File: config.mk
export PLATFORM = sky130hd
export DESIGN_NAME = bsq_sequencer
export DESIGN_NICKNAME = d
export VERILOG_FILES = /design/src/bsq_pkg.sv /design/src/bsq_sequencer.sv
export VERILOG_INCLUDE_DIRS = /design/src /design/src/src
export SDC_FILE = /design/constraint.sdc
export NUM_CORES = 1
export LEC_CHECK = 0
export BUFFER_PORTS_ARGS = -buffer_cell sky130_fd_sc_hd__buf_4
export CORE_ASPECT_RATIO = 1.2
export CORE_UTILIZATION = 59
export CTS_CLUSTER_DIAMETER = 100
export CTS_CLUSTER_SIZE = 10
export DETAILED_ROUTE_END_ITERATION = 10
export GPL_ROUTABILITY_DRIVEN = 0
export PLACE_DENSITY = 0.85
export SYNTH_ARGS = -nofsm -noshare
export SYNTH_HDL_FRONTEND = slang
export SYNTH_SLANG_ARGS = --single-unit
File: constraint.sdc
create_clock -name clk_i -period 2.8 [get_ports clk_i]
set_clock_uncertainty 0.05 [all_clocks]
set_input_delay 0.56 -clock clk_i [delete_from_list [all_inputs] [get_ports clk_i]]
set_output_delay 0.56 -clock clk_i [all_outputs]
set_load 0.05 [all_outputs]
File: src/bsq_regs.svh
// Constants of the buck switch mode sequencer.
// ----------------------------------------------------------------------------
// Overview of operation
// - Mode low: forced PWM, no skipped pulses.
// - Mode mid: forced PWM with monotonic startup.
// - First switching action turns low side on.
// - Initial low side ends at period end or 1.35A.
// - Early low-side end: high side until 0.9A.
// - Sink limit rises in four steps over 128.
// - Monotonic startup holds both switches off until the soft-start crossing.
// - With monotonic startup, switching starts when feedback crosses soft-start.
// - Leave monotonic startup 4096 clocks after 92.5%.
// - Mode high: skip at light load, never sink.
// - Skip: idle over eight clocks pulses low side.
// - Skip: low side on for one clock only after high side ends.
// - Skip: high side on at least until 0.9A.
// - Skip at power-up starts monotonic, then skips.
// - Skip and forced PWM change any time after monotonic startup.
// - Enable low holds both switches off.
// - Thermal recovery restarts the full soft-start.
// ----------------------------------------------------------------------------
`ifndef BSQ_REGS_SVH
`define BSQ_REGS_SVH
`define BSQ_SETTLE_CYCLES   8'h10
`define BSQ_SINK_PERIODS    8'h80
`define BSQ_SINK_STEP_CNT   3'h4
`define BSQ_SINK_FULL       2'h3
`define BSQ_EXIT_CYCLES     13'h1000
`define BSQ_SKIP_IDLE_MAX   4'h8
`define BSQ_MODE_FPWM       2'h0
`define BSQ_MODE_MONO       2'h1
`define BSQ_MODE_SKIP       2'h2
`endif

File: src/bsq_pkg.sv
// Types of the buck switch mode sequencer.
package bsq_pkg;
    typedef enum logic [2:0] {
        BSQ_OFF    = 3'b000,
        BSQ_SETTLE = 3'b001,
        BSQ_WAIT   = 3'b010,
        BSQ_RUN    = 3'b011
    } bsq_state_type;

    typedef struct packed {
        logic ls_limit;   // Low-side sink current at the present limit step.
        logic ls_init;    // Low-side sink current reached 1.35A.
        logic hs_peak;    // Inductor current reached 0.9A.
        logic zero_x;     // Falling inductor current reached 0.2A.
        logic pwm_on;     // Loop comparator asks for a high-side pulse.
        logic fb_ss;      // Feedback level above soft-start level.
        logic fb_good;    // Feedback above 92.5% of the reference level.
    } bsq_cmp_type;
endpackage

File: src/bsq_sequencer.sv
// Buck switch mode sequencer top module.
`timescale 1ns/1ps
`include "bsq_regs.svh"
module bsq_sequencer
    import bsq_pkg::*;
#(
    parameter int EXIT_CYCLES = `BSQ_EXIT_CYCLES
)(
    input  wire logic        clk_i,
    input  wire logic        rst_n_i,
    input  wire logic        thermal_fault_i,
    input  wire logic [1:0]  mode_code_i,
    input  wire bsq_cmp_type cmp_i,
    output logic             hs_gate_o,
    output logic             ls_gate_o,
    output logic [1:0]       sink_step_o,
    output logic             startup_o
);
    if (EXIT_CYCLES < 1 || EXIT_CYCLES > 8191)
    begin : g_bad_exit
        $error("EXIT_CYCLES out of range");
    end

    localparam logic [12:0] EXIT_CNT = 13'(EXIT_CYCLES);

    // ------------------------------------------------------------------------
    // Input synchronisers
    // ------------------------------------------------------------------------
    bsq_cmp_type cmp_s1_ff, cmp_ff;
    logic [1:0]  mode_s1_ff, mode_ff;
    logic        therm_s1_ff, therm_ff;

    // The synchronisers run through enable low, so the mode is settled when it rises.
    always_ff @(posedge clk_i)
    begin
        cmp_s1_ff   <= cmp_i;
        cmp_ff      <= cmp_s1_ff;
        mode_s1_ff  <= mode_code_i;
        mode_ff     <= mode_s1_ff;
        therm_s1_ff <= thermal_fault_i;
        therm_ff    <= therm_s1_ff;
    end

    // ------------------------------------------------------------------------
    // Sequencer
    // ------------------------------------------------------------------------
    bsq_state_type state_ff, nxt_state;
    logic [7:0]    cnt_ff, nxt_cnt;
    logic [7:0]    sink_cnt_ff, nxt_sink_cnt;
    logic [1:0]    sink_ff, nxt_sink;
    logic [12:0]   exit_cnt_ff, nxt_exit_cnt;
    logic          mono_ff, nxt_mono;
    logic          first_ff, nxt_first;
    logic          early_ff, nxt_early;
    logic          hs_ff, nxt_hs;
    logic          ls_ff, nxt_ls;
    logic [3:0]    idle_ff, nxt_idle;
    logic          skip_ff, nxt_skip;
    logic          phase_ff, nxt_phase;
    logic          skip_sel;

    // The switching clock period is two clk_i cycles; phase marks its halves.
    assign skip_sel = (mode_ff == `BSQ_MODE_SKIP);

    always_comb
    begin
        nxt_state    = state_ff;
        nxt_cnt      = cnt_ff;
        nxt_sink_cnt = sink_cnt_ff;
        nxt_sink     = sink_ff;
        nxt_exit_cnt = exit_cnt_ff;
        nxt_mono     = mono_ff;
        nxt_first    = first_ff;
        nxt_early    = early_ff;
        nxt_hs       = 1'b0;
        nxt_ls       = 1'b0;
        nxt_idle     = idle_ff;
        nxt_skip     = skip_ff;
        nxt_phase    = (state_ff == BSQ_RUN) ? ~phase_ff : 1'b0;
        case (state_ff)
            BSQ_OFF:
            begin
                nxt_cnt      = 8'h00;
                nxt_sink_cnt = 8'h00;
                nxt_sink     = 2'h0;
                nxt_exit_cnt = 13'h0000;
                nxt_first    = 1'b1;
                nxt_early    = 1'b0;
                nxt_skip     = 1'b0;
                nxt_idle     = 4'h0;
                nxt_mono     = (mode_ff != `BSQ_MODE_FPWM);
                nxt_state    = BSQ_SETTLE;
            end
            BSQ_SETTLE:
            begin
                nxt_cnt = cnt_ff + 8'h01;
                if (cnt_ff == `BSQ_SETTLE_CYCLES)
                    nxt_state = mono_ff ? BSQ_WAIT : BSQ_RUN;
            end
            BSQ_WAIT:
            begin
                // Both switches stay off until feedback crosses soft-start.
                if (cmp_ff.fb_ss)
                    nxt_state = BSQ_RUN;
            end
            BSQ_RUN:
            begin
                if (sink_cnt_ff != `BSQ_SINK_PERIODS)
                begin
                    nxt_sink_cnt = sink_cnt_ff + 8'h01;
                    // The first step waits two segments, so full comes at 128.
                    if (sink_cnt_ff[4:0] == 5'h1f && sink_cnt_ff[6:5] != 2'h0)
                        nxt_sink = sink_ff + 2'h1;
                end
                if (mono_ff)
                begin
                    if (cmp_ff.fb_good || exit_cnt_ff != 13'h0000)
                        nxt_exit_cnt = exit_cnt_ff + 13'h0001;
                    if (exit_cnt_ff == EXIT_CNT - 13'h0001)
                    begin
                        nxt_mono = 1'b0;
                        nxt_skip = skip_sel;
                    end
                end
                else
                    nxt_skip = skip_sel;
                if (first_ff)
                begin
                    // First period: low side, then high side if it ends early.
                    if (!phase_ff)
                    begin
                        if (cmp_ff.ls_init)
                            nxt_early = 1'b1;
                        else
                            nxt_ls = 1'b1;
                    end
                    else
                    begin
                        nxt_first = 1'b0;
                        if (early_ff && !cmp_ff.hs_peak)
                            nxt_hs = 1'b1;
                    end
                end
                else if (skip_ff)
                begin
                    if (idle_ff > `BSQ_SKIP_IDLE_MAX && !ls_ff)
                    begin
                        nxt_ls   = 1'b1;
                        nxt_idle = 4'h0;
                    end
                    else if (hs_ff && !cmp_ff.hs_peak)
                        nxt_hs = 1'b1;
                    else if (cmp_ff.pwm_on && !ls_ff)
                        nxt_hs = 1'b1;
                    else if (hs_ff || (ls_ff && !cmp_ff.zero_x))
                        nxt_ls = !hs_ff || cmp_ff.pwm_on ? 1'b0 : 1'b1;
                    if (!nxt_hs && idle_ff != 4'hf && !nxt_ls)
                        nxt_idle = idle_ff + 4'h1;
                    else if (nxt_hs)
                        nxt_idle = 4'h0;
                end
                else
                begin
                    // Forced PWM: every period switches, sinking is allowed.
                    if (cmp_ff.pwm_on && !ls_ff)
                        nxt_hs = 1'b1;
                    else if (!cmp_ff.ls_limit && !hs_ff)
                        nxt_ls = 1'b1;
                    nxt_idle = 4'h0;
                end
            end
            default:
            begin
                nxt_state = BSQ_OFF;
            end
        endcase
        if (therm_ff)
        begin
            nxt_state = BSQ_OFF;
            nxt_cnt   = 8'h00;
            nxt_hs    = 1'b0;
            nxt_ls    = 1'b0;
        end
        if (nxt_hs)
            nxt_ls = 1'b0;
    end

    always_ff @(posedge clk_i)
    begin
        if (!rst_n_i)
        begin
            state_ff    <= BSQ_OFF;
            cnt_ff      <= 8'h00;
            sink_cnt_ff <= 8'h00;
            sink_ff     <= 2'h0;
            exit_cnt_ff <= 13'h0000;
            mono_ff     <= 1'b1;
            first_ff    <= 1'b1;
            early_ff    <= 1'b0;
            hs_ff       <= 1'b0;
            ls_ff       <= 1'b0;
            idle_ff     <= 4'h0;
            skip_ff     <= 1'b0;
            phase_ff    <= 1'b0;
        end
        else
        begin
            state_ff    <= nxt_state;
            cnt_ff      <= nxt_cnt;
            sink_cnt_ff <= nxt_sink_cnt;
            sink_ff     <= nxt_sink;
            exit_cnt_ff <= nxt_exit_cnt;
            mono_ff     <= nxt_mono;
            first_ff    <= nxt_first;
            early_ff    <= nxt_early;
            hs_ff       <= nxt_hs;
            ls_ff       <= nxt_ls;
            idle_ff     <= nxt_idle;
            skip_ff     <= nxt_skip;
            phase_ff    <= nxt_phase;
        end
    end

    assign hs_gate_o   = hs_ff;
    assign ls_gate_o   = ls_ff;
    assign sink_step_o = sink_ff;
    assign startup_o   = mono_ff;

endmodule // bsq_sequencer

==> flow_summary.json, run 1 <==
{
  "start_util": 0.617,
  "cts_setup_buffers": 0,
  "htree_levels": 3,
  "yosysWarnings": 0,
  "worstPathBufferInverterCount": 1,
  "status": "completed",
  "final_nets": 363,
  "clk_pin_slew_ns": 0.07,
  "use_met1": 0.291,
  "fin_cells": 401,
  "synth_seq_cells": 62,
  "dp_cells": 385,
  "regArea_sq_um": 1240,
  "hp-class": "in -> reg",
  "startpoint_type": "flip-flop",
  "final_common_cell": "dfxtp_1",
  "postRouteAntennaNets": 0,
  "antenna_found_initial": 0,
  "clk_latency_ns": 0.33,
  "crit_required_ns": 3.03,
  "vias": 2424,
  "grt_pass1_wl_um": 9890,
  "final_cell_mix": "dfxtp_1 (62), nor2_1 (27), inv_1 (23)",
  "whs_ns": 0.272,
  "path_delay_family": "compound AO/OA/AOI/OAI gates",
  "die_x_um": 65.3,
  "rows": 27,
  "crit_path_max_fanout": 10,
  "synth.avg_cell_area_sq_um": 8.89,
  "multi_input_area_sq_um": 1460,
  "postSynthCellCount": 319,
  "cts_root_buf": "clkbuf_8",
  "critPathArrivalTime_ns": 2.42,
  "crit_type": "reg -> reg",
  "grt_pass1_vias": 2328,
  "layout-drive-gt1-share": 0.111,
  "syn_area_sq_um": 2840,
  "min_period_over_period": 0.782,
  "synth-seq-area-share": 0.438,
  "antennaDiodeCount": 0,
  "max_clock_freq_mhz": 457,
  "clk_path_buf_depth": 2,
  "avgViaCountPerCell": 6.04,
  "drt_first_pass_iters": 4,
  "powerDensity_nw_per_um2": 574,
  "grt_usage": 0.251,
  "synthArstFlopShare": 0,
  "grt_use_met3": 0.0471,
  "grt_max_degree": 25,
  "grt-busiest-layer": "met2",
  "finalSetupViolations": 0,
  "rsz0062_at_grt": "false",
  "wire_per_inst_um": 14.7,
  "die_h_um": 77.9,
  "syn2layout_area_growth_pct": 12.8,
  "drc_errors": 0,
  "ff2ff_setup_slack_ns": 0.61,
  "fin_total_pwr_mw": 1.84,
  "end_kind": "flip-flop",
  "drt-total-wl_um": 5880,
  "hold_violations": 0,
  "ioPinCount": 17,
  "worst_pin_slew_ns": 0.648,
  "synth-edff-count": 0,
  "report.final.slew_viol_count": 0,
  "maxCapViolCount": 0,
  "slowest_stage": "a21oi_1",
  "cts_buffers": 9,
  "cts_hold_buf": 0,
  "port_buffers": 15,
  "relSlewSlack": 0.562,
  "crit_chain": "inv_1, ha_1, a21oi_1, nand3_1, nor4_1, o31a_1",
  "finalWorstPathRequiredPeriod_ns": 2.19,
  "dieArea_sq_um": 5090,
  "use_met2": 0.421,
  "p_leak_nw": 1.16,
  "drt_iter0_markers": 137,
  "fin_setup_tns_ns": 0,
  "synth_cell_types": 53,
  "ys.flop_type": "dfxtp_1",
  "post_cts_resized": 0,
  "clock-sinks": 62,
  "cts_tree": "done",
  "ir_worst_vdd_v": 0.000502,
  "preCtsSetupSlack_ns": 0.657,
  "overflow": 0,
  "cpPeakStageDelay_ns": 0.53,
  "finalWorstSetupSlack_ns": 0.610,
  "core_area_sq_um": 4590,
  "synth.net_count": 344,
  "hpwl_um": 4090,
  "nFillCells": 375
}
==> worst reg2reg max path, delay by kind of cell (launching register included) <==
kind,cells,cell delay (ns)
adder cells (fa/ha/maj),1,0.44
AND/OR/NAND/NOR,2,0.51
AO/OA/AOI/OAI,2,0.70
flip-flops,1,0.37
buffers and inverters,1,0.08
==> per-layer routing <==
metal	wire length [um]	part of all wire	vias up
met4	159	0.027	0
met2	2940	0.50	59
li1	-	-	1209
met3	192	0.033	15
met5	0	0	-
met1	2590	0.44	1141
==> synth_stat cells (all sizes together) (3+ instances only) <==
library cell | count | area (sq um)
a21oi | 22 | 110
a311oi | 3 | 26.3
a31oi | 6 | 37.5
and2 | 3 | 18.8
and3 | 9 | 56.3
clkbuf | 8 | 30.0
dfxtp | 62 | 1240
ha | 13 | 163
inv | 23 | 86.3
nand2 | 14 | 52.6
nand2b | 5 | 31.3
nand3 | 15 | 75.1
nand3b | 6 | 45.0
nand4 | 10 | 68.8
nand4b | 3 | 26.3
nor2 | 27 | 101
nor2b | 3 | 18.8
nor3 | 9 | 45.0
nor3b | 6 | 45.0
nor4 | 7 | 43.8
o211ai | 4 | 30.0
o21ai | 12 | 60.1
or4 | 3 | 22.5
xnor2 | 6 | 52.6
==> worst paths after layout <==
check / from / to / depth (start not counted)
max: state_ff[0] / idle_ff[1] / 6
min: cmp_i[4] / cmp_s1_ff[4] / 1
max reg2reg: state_ff[0] / idle_ff[1] / 6
min reg2reg: cmp_s1_ff[1] / cmp_ff[1] / 0
==> registers in the layout, indices dropped and copies added (netlist names) <==
register,count
exit_cnt_ff,13
cnt_ff,8
sink_cnt_ff,8
cmp_ff,6
cmp_s1_ff,6
idle_ff,4
mode_ff,2
mode_s1_ff,2
sink_step_o,2
state_ff,2
early_ff,1
first_ff,1
hs_gate_o,1
ls_gate_o,1
phase_ff,1
skip_ff,1
startup_o,1
therm_ff,1
therm_s1_ff,1
==> logic make-up after synthesis <==
logic type | Yosys count | synth area share
buffers and inverters | 33 | 0.0463
multiplexers | 2 | 0.00706
flip-flops | 62 | 0.438
XOR/XNOR | 7 | 0.0216
AND/OR/NAND/NOR | 129 | 0.257
adder cells (fa/ha/maj) | 13 | 0.0574
AO/OA/AOI/OAI | 73 | 0.173
==> metrics by stage <==
stage / area (sq um) / utilization
final: 3200 / 0.696
after global routing: 3200 / 0.696
after CTS: 3200 / 0.696
after detailed placement: 3000 / 0.653
after global placement: 3000 / 0.653
after floorplan: 2840 / -
==> report_power, final <==
group / switching (mW) / internal, mW
logic: 0.0852 / 0.0441
clock network: 0.333 / 0.459
registers: 0.0122 / 0.901
==> layout make-up <==
type                            instances  share of cell area
Clock inverter                          3              0.0133
Sequential cell                        62               0.388
Clock buffer                           13              0.0497
Multi-Input combinational cell        224               0.457
Inverter                               23              0.0270
Timing Repair Buffer                   18              0.0422
Tap cell                               58              0.0227
Power figures use the tool's default switching activity.
==> inputs of run 2 (changes only) <==
ABC_AREA = 1   (was not set)
clock period = 2.3 ns   (was 2.8 ns; I/O delays follow)
==> run 2 against run 1 <==
Sequential cell count stayed put; combinational power increased by 92%; routed wire length decreased by 2.8%; critical path depth rose by 3; first-iteration DRC count is 12% higher; synthesized cell count rose by 29%; die area is 3.1% higher; sequential power up 23%; clock-buffer cell count fell by 1; total power increased by 28%; via count increased by 8.9%; critical path type unchanged; largest power group unchanged.
==> flow_summary.json, run 2 <==
{
  "htree_levels": 3,
  "wire_per_inst_um": 11.5,
  "hold_violations": 0,
  "synth.avg_cell_area_sq_um": 7.08,
  "synthTopCellsByCount": "nand2_1 (91), nor2_1 (63), dfxtp_1 (62), inv_1 (62), nand3_1 (35)",
  "yosysWarnings": 0,
  "min_path_cells": 1,
  "synth_most_common_cell": "nand2_1",
  "dp_cells": 480,
  "die_h_um": 79.1,
  "hpwl_um": 4200,
  "worst_pin_slew_ns": 0.559,
  "final_common_cell": "nand2_1",
  "final_nets": 458,
  "layout-drive-gt1-share": 0.0984,
  "syn_area_sq_um": 2920,
  "drc_errors": 0,
  "maxCapViolCount": 0,
  "cts_hold_buf": 0,
  "antennaDiodeCount": 0,
  "min_period_over_period": 0.805,
  "largest_register_ffs": 13,
  "postRouteAntennaNets": 0,
  "drt_first_pass_iters": 5,
  "ioPinCount": 17,
  "preCtsSetupSlack_ns": 0.462,
  "rows": 27,
  "regToRegStartpoint": "state_ff[0]",
  "nFillCells": 379,
  "r2r-end": "exit_cnt_ff[3]",
  "report.final.slew_viol_count": 0,
  "relSlewSlack": 0.627,
  "ys.flop_type": "dfxtp_1",
  "min_to": "therm_s1_ff",
  "ff2ff_path_depth": 9,
  "start_util": 0.627,
  "min_from": "thermal_fault_i",
  "crit_path_max_fanout": 13,
  "drt-total-wl_um": 5710,
  "antenna_found_initial": 0,
  "hp-class": "in -> reg",
  "synth_area_leaders": "dfxtp_1 (42%), nand2_1 (12%), nor2_1 (8.1%)",
  "dieArea_sq_um": 5240,
  "fin_setup_tns_ns": 0,
  "status": "completed",
  "grt_pass1_vias": 2396,
  "clk_latency_ns": 0.34,
  "fin_total_pwr_mw": 2.35,
  "syn2layout_area_growth_pct": 12.2,
  "synth.largest_area_cell": "dfxtp_1",
  "port_buffers": 15,
  "synth_cell_types": 32,
  "synth-edff-count": 0,
  "core_area_sq_um": 4660,
  "reg_top3": "exit_cnt_ff (13), cnt_ff (8), sink_cnt_ff (8)",
  "vias": 2640,
  "cts_buffers": 9,
  "grt_max_degree": 17,
  "drt_iter0_markers": 153,
  "finalWorstPathRequiredPeriod_ns": 1.85,
  "finalSetupViolations": 0,
  "yosysTopAreaCellShare": 0.424,
  "cts_setup_buffers": 0,
  "post_cts_resized": 0,
  "clk_pin_slew_ns": 0.06,
  "cts_tree": "done",
  "critPathArrivalTime_ns": 2.07,
  "rsz0062_at_grt": "false",
  "synth.net_count": 438,
  "clk_path_buf_depth": 2,
  "synthArstFlopShare": 0,
  "avgViaCountPerCell": 5.33,
  "p_leak_nw": 1.44,
  "fin_cells": 495,
  "final_cell_mix": "nand2_1 (91), nor2_1 (63), inv_1 (62), dfxtp_1 (62), nand3_1 (35)",
  "grt_usage": 0.241,
  "postSynthCellCount": 413,
  "largest-register": "exit_cnt_ff",
  "powerDensity_nw_per_um2": 715,
  "synth_seq_cells": 62,
  "startpoint_type": "flip-flop",
  "finalWorstSetupSlack_ns": 0.450,
  "max_clock_freq_mhz": 540,
  "die_x_um": 66.3,
  "crit_type": "reg -> reg",
  "synth-seq-area-share": 0.424,
  "clock-sinks": 62,
  "cts_root_buf": "clkbuf_8",
  "grt_pass1_wl_um": 9600,
  "end_kind": "flip-flop",
  "ir_worst_vdd_v": 0.000676,
  "ff2ff_setup_slack_ns": 0.45,
  "crit_required_ns": 2.52,
  "overflow": 0
}
-- run 2: cell count changes after synthesis, sizes merged, moves of 5 or more --
cell    previous run  this run
nand3             15        36
nand2             14        96
a31oi              6         0
o21ai             12        18
and3               9         0
nor3b              6         1
nor2              27        66
xnor2              6         1
clkbuf             8         2
nand4             10         5
nor4               7         1
nand2b             5         0
nand3b             6         0
inv               23        62
-- run 2: how the worst max path moves through the flow --
stage / from / endpoint / slack, ns / cells past startpoint
floorplan: ls_gate_o / idle_ff[0] / 0.63 / 9
global placement: rst_n_i / cnt_ff[2] / 0.49 / 7
detailed placement: state_ff[0] / exit_cnt_ff[8] / 0.46 / 8
CTS: state_ff[0] / exit_cnt_ff[3] / 0.45 / 9
global route: state_ff[1] / idle_ff[0] / 0.26 / 8
finish: state_ff[0] / exit_cnt_ff[3] / 0.45 / 9
-- run 2: through the flow --
step           utilization  hold WS (ns)  cell area [sq um]
2_1_floorplan            -         0.260               2920
3_3_place_gp         0.659         0.260               3070
3_5_place_dp         0.659         0.263               3070
4_1_cts              0.704         0.161               3280
5_1_grt              0.704         0.159               3280
6_report             0.704         0.172               3280
-- run 2: routing by layer --
metal  global-route usage  vias to the layer above  routed length, um
li1                     -                     1352                  -
met2                0.448                       59               2930
met3               0.0489                       14                217
met1                0.250                     1215               2450
met5                    0                        -                  0
met4                0.115                        0                113
-- run 2: critical path: stages (launching register included) --
cell and delay (ns):
dfxtp_1 0.36, inv_1 0.09, ha_1 0.40, nor2_1 0.26
nand2_4 0.13, nand2_4 0.19, nand2_1 0.10, nand2_1 0.07
nand2_1 0.05, nor2_1 0.08
-- run 2: cells by family (layout without fill, tap and decap cells) --
family                     after synthesis  after routing  share of synthesized area
buffers and inverters                   69             93                     0.0941
and+or+nand+nor                        216            216                      0.322
adders and majority gates               13             13                     0.0556
DFF                                     62             62                      0.424
xor gates and xnor gates                 4              4                     0.0120
AOI/OAI and AO/OA                       49             49                     0.0916
-- run 2: where the power goes --
| group | switching [mW] | leakage [nW] | internal [mW] |
|---|---|---|---|
| combinational | 0.173 | 0.832 | 0.0753 |
| clock | 0.396 | 0.104 | 0.581 |
| sequential | 0.0168 | 0.507 | 1.10 |
| total | 0.586 | 1.44 | 1.76 |
-- run 2: cell type report --
cell class,instances,area (sq um),area share
multi-input combinational,282,1410,0.429
sequential,62,1240,0.378
inverter,62,233,0.0709
clock buffer,12,165,0.0503
timing repair buffer,16,120,0.0366
tap,58,72.6,0.0221
clock inverter,3,42.5,0.0130
==> inputs of run 3 (changes only) <==
CORE_UTILIZATION = 54   (was 59)
PLACE_DENSITY = 0.82   (was 0.85)
clock period = 1.6 ns   (was 2.3 ns; I/O delays follow)
==> run 3 against run 2 <==
Maximum frequency is 21% higher; sequential share of layout area is 2.9 points lower; via count is 1.9% higher; clock power is 62% higher; hold slack worse by 0.15 ns; combinational power is 88% higher; largest cell class unchanged.
==> flow_summary.json, run 3 (synthesized netlist as in run 2, its figures left out) <==
{
  "end_kind": "flip-flop",
  "grt_max_degree": 14,
  "p_sw_uw": 939,
  "rows": 29,
  "min_path_cells": 1,
  "seq_power_share": 0.441,
  "die_x_um": 69.2,
  "p_leak_nw": 1.55,
  "crit_path_max_fanout": 4,
  "vias": 2689,
  "startpoint": "sink_cnt_ff[0]",
  "worst_pin_slew_ns": 0.292,
  "largest_register_ffs": 13,
  "drt-total-wl_um": 6210,
  "hp-class": "in -> reg",
  "crit_chain": "ha_4, nand2_2, nor2_4, ha_2, o211a_1, nand2_1, nand2_1, o21ai_0, o21ai_1, inv_1",
  "die_h_um": 82.6,
  "final_nets": 477,
  "ff2ff_setup_slack_ns": 0.07,
  "drt_first_pass_iters": 5,
  "cts_root_buf": "clkbuf_8",
  "reg_top3": "exit_cnt_ff (13), cnt_ff (8), sink_cnt_ff (8)",
  "port_buffers": 15,
  "relSlewSlack": 0.804,
  "dieArea_sq_um": 5710,
  "report.final.slew_viol_count": 0,
  "clk_pin_slew_ns": 0.07,
  "ioPinCount": 17,
  "whs_ns": 0.0212,
  "final_common_cell": "nand2_1",
  "rsz0062_at_grt": "true",
  "cpPeakStageDelay_ns": 0.37,
  "ff2ff_path_depth": 10,
  "slowest_stage": "dfxtp_2",
  "finalSetupViolations": 0,
  "clkPwrFrac": 0.432,
  "maxCapViolCount": 0,
  "overflow": 0,
  "cts_tree": "done",
  "clock-sinks": 62,
  "regToRegStartpoint": "sink_cnt_ff[0]",
  "fin_total_pwr_mw": 3.67,
  "drc_errors": 0,
  "core_area_sq_um": 5260,
  "min_period_over_period": 0.955,
  "postRouteAntennaNets": 0,
  "critPathArrivalTime_ns": 1.72,
  "max_clock_freq_mhz": 655,
  "crit_required_ns": 1.79,
  "clk_path_buf_depth": 2,
  "syn2layout_area_growth_pct": 23.4,
  "hpwl_um": 4350,
  "htree_levels": 3,
  "min_from": "cmp_i[2]",
  "clk_latency_ns": 0.35,
  "crit_cells": 10,
  "avgViaCountPerCell": 5.18,
  "antennaDiodeCount": 0,
  "internal_power_mw": 2.73,
  "startpoint_type": "flip-flop",
  "cts_hold_buf": 0,
  "finalWorstPathRequiredPeriod_ns": 1.53,
  "crit_type": "reg -> reg",
  "antenna_found_initial": 0,
  "largest-register": "exit_cnt_ff",
  "start_util": 0.556,
  "ir_worst_vdd_v": 0.00111,
  "grt_pass1_wl_um": 9880,
  "powerDensity_nw_per_um2": 1020,
  "worstPathBufferInverterCount": 1,
  "status": "completed",
  "cts_buffers": 9,
  "final_cell_mix": "nand2_1 (84), inv_1 (56), nor2_1 (56)",
  "drt_iter0_markers": 124,
  "combPwrFrac": 0.127,
  "swShare": 0.256,
  "path_common_cell": "nand2_1",
  "wire_per_inst_um": 12.0,
  "grt_pass1_vias": 2437,
  "layout-drive-gt1-share": 0.225,
  "grt_usage": 0.219,
  "hold_violations": 0,
  "path_delay_family": "flip-flops"
}
-- run 3: routing by layer --
layer / share of wire / global-route usage / vias to the layer above
met5: 0 / 0 / -
met4: 0.023 / 0.120 / 0
met3: 0.034 / 0.0607 / 18
met2: 0.53 / 0.405 / 50
met1: 0.42 / 0.226 / 1235
li1: - / - / 1386
-- run 3: repair_timing --
| action | CTS | global route |
|---|---|---|
| resized for setup | 1 | 48 |
| pin swaps | 0 | 15 |
| endpoints found under the setup margin | 1 | 31 |
| buffers inserted | 0 | 5 |
| gates cloned | 0 | 1 |
-- run 3: layout make-up --
cell class,instances,area [sq um]
clock buffers,11,151
clock inverters,5,81.3
fillers,418,1650
inverters,62,233
multi-input cells,283,1550
flip-flops and latches,62,1260
well taps,62,77.6
repair buffers,34,259
-- run 3: worst register-to-register path: stages (launching register included) --
cell and delay, ns:
dfxtp_2 0.37, ha_4 0.15, nand2_2 0.07, nor2_4 0.12, ha_2 0.17, o211a_1 0.17, nand2_1 0.07, nand2_1 0.08
o21ai_0 0.08, o21ai_1 0.07, inv_1 0.05
-- run 3: path summary, 6_finish.rpt --
kind	endpoint
max	sink_step_o[1]
min	cmp_s1_ff[2]
max reg2reg	sink_step_o[1]
min reg2reg	mode_ff[1]
-- run 3: power groups by stage --
stage | clock, mW | combinational, mW | sequential [mW]
2_1_floorplan | 0 | 0.275 | 1.65
3_3_place_gp | 0 | 0.386 | 1.64
3_5_place_dp | 0 | 0.395 | 1.65
4_1_cts | 1.61 | 0.397 | 1.61
5_1_grt | 1.67 | 0.519 | 1.62
6_report | 1.58 | 0.466 | 1.62
-- run 3: per-stage QoR --
stage           TNS, ns  setup WS [ns]  instance area (sq um)  std cells   util
6_report              0         0.0723                   3610        519  0.686
5_1_grt          -0.286        -0.0475                   3610        519  0.686
4_1_cts               0        0.00692                   3430        513  0.652
3_5_place_dp   -0.00816       -0.00816                   3190        497  0.607
3_3_place_gp          0         0.0485                   3190        497  0.607
2_1_floorplan         0         0.0910                   2940        413      -
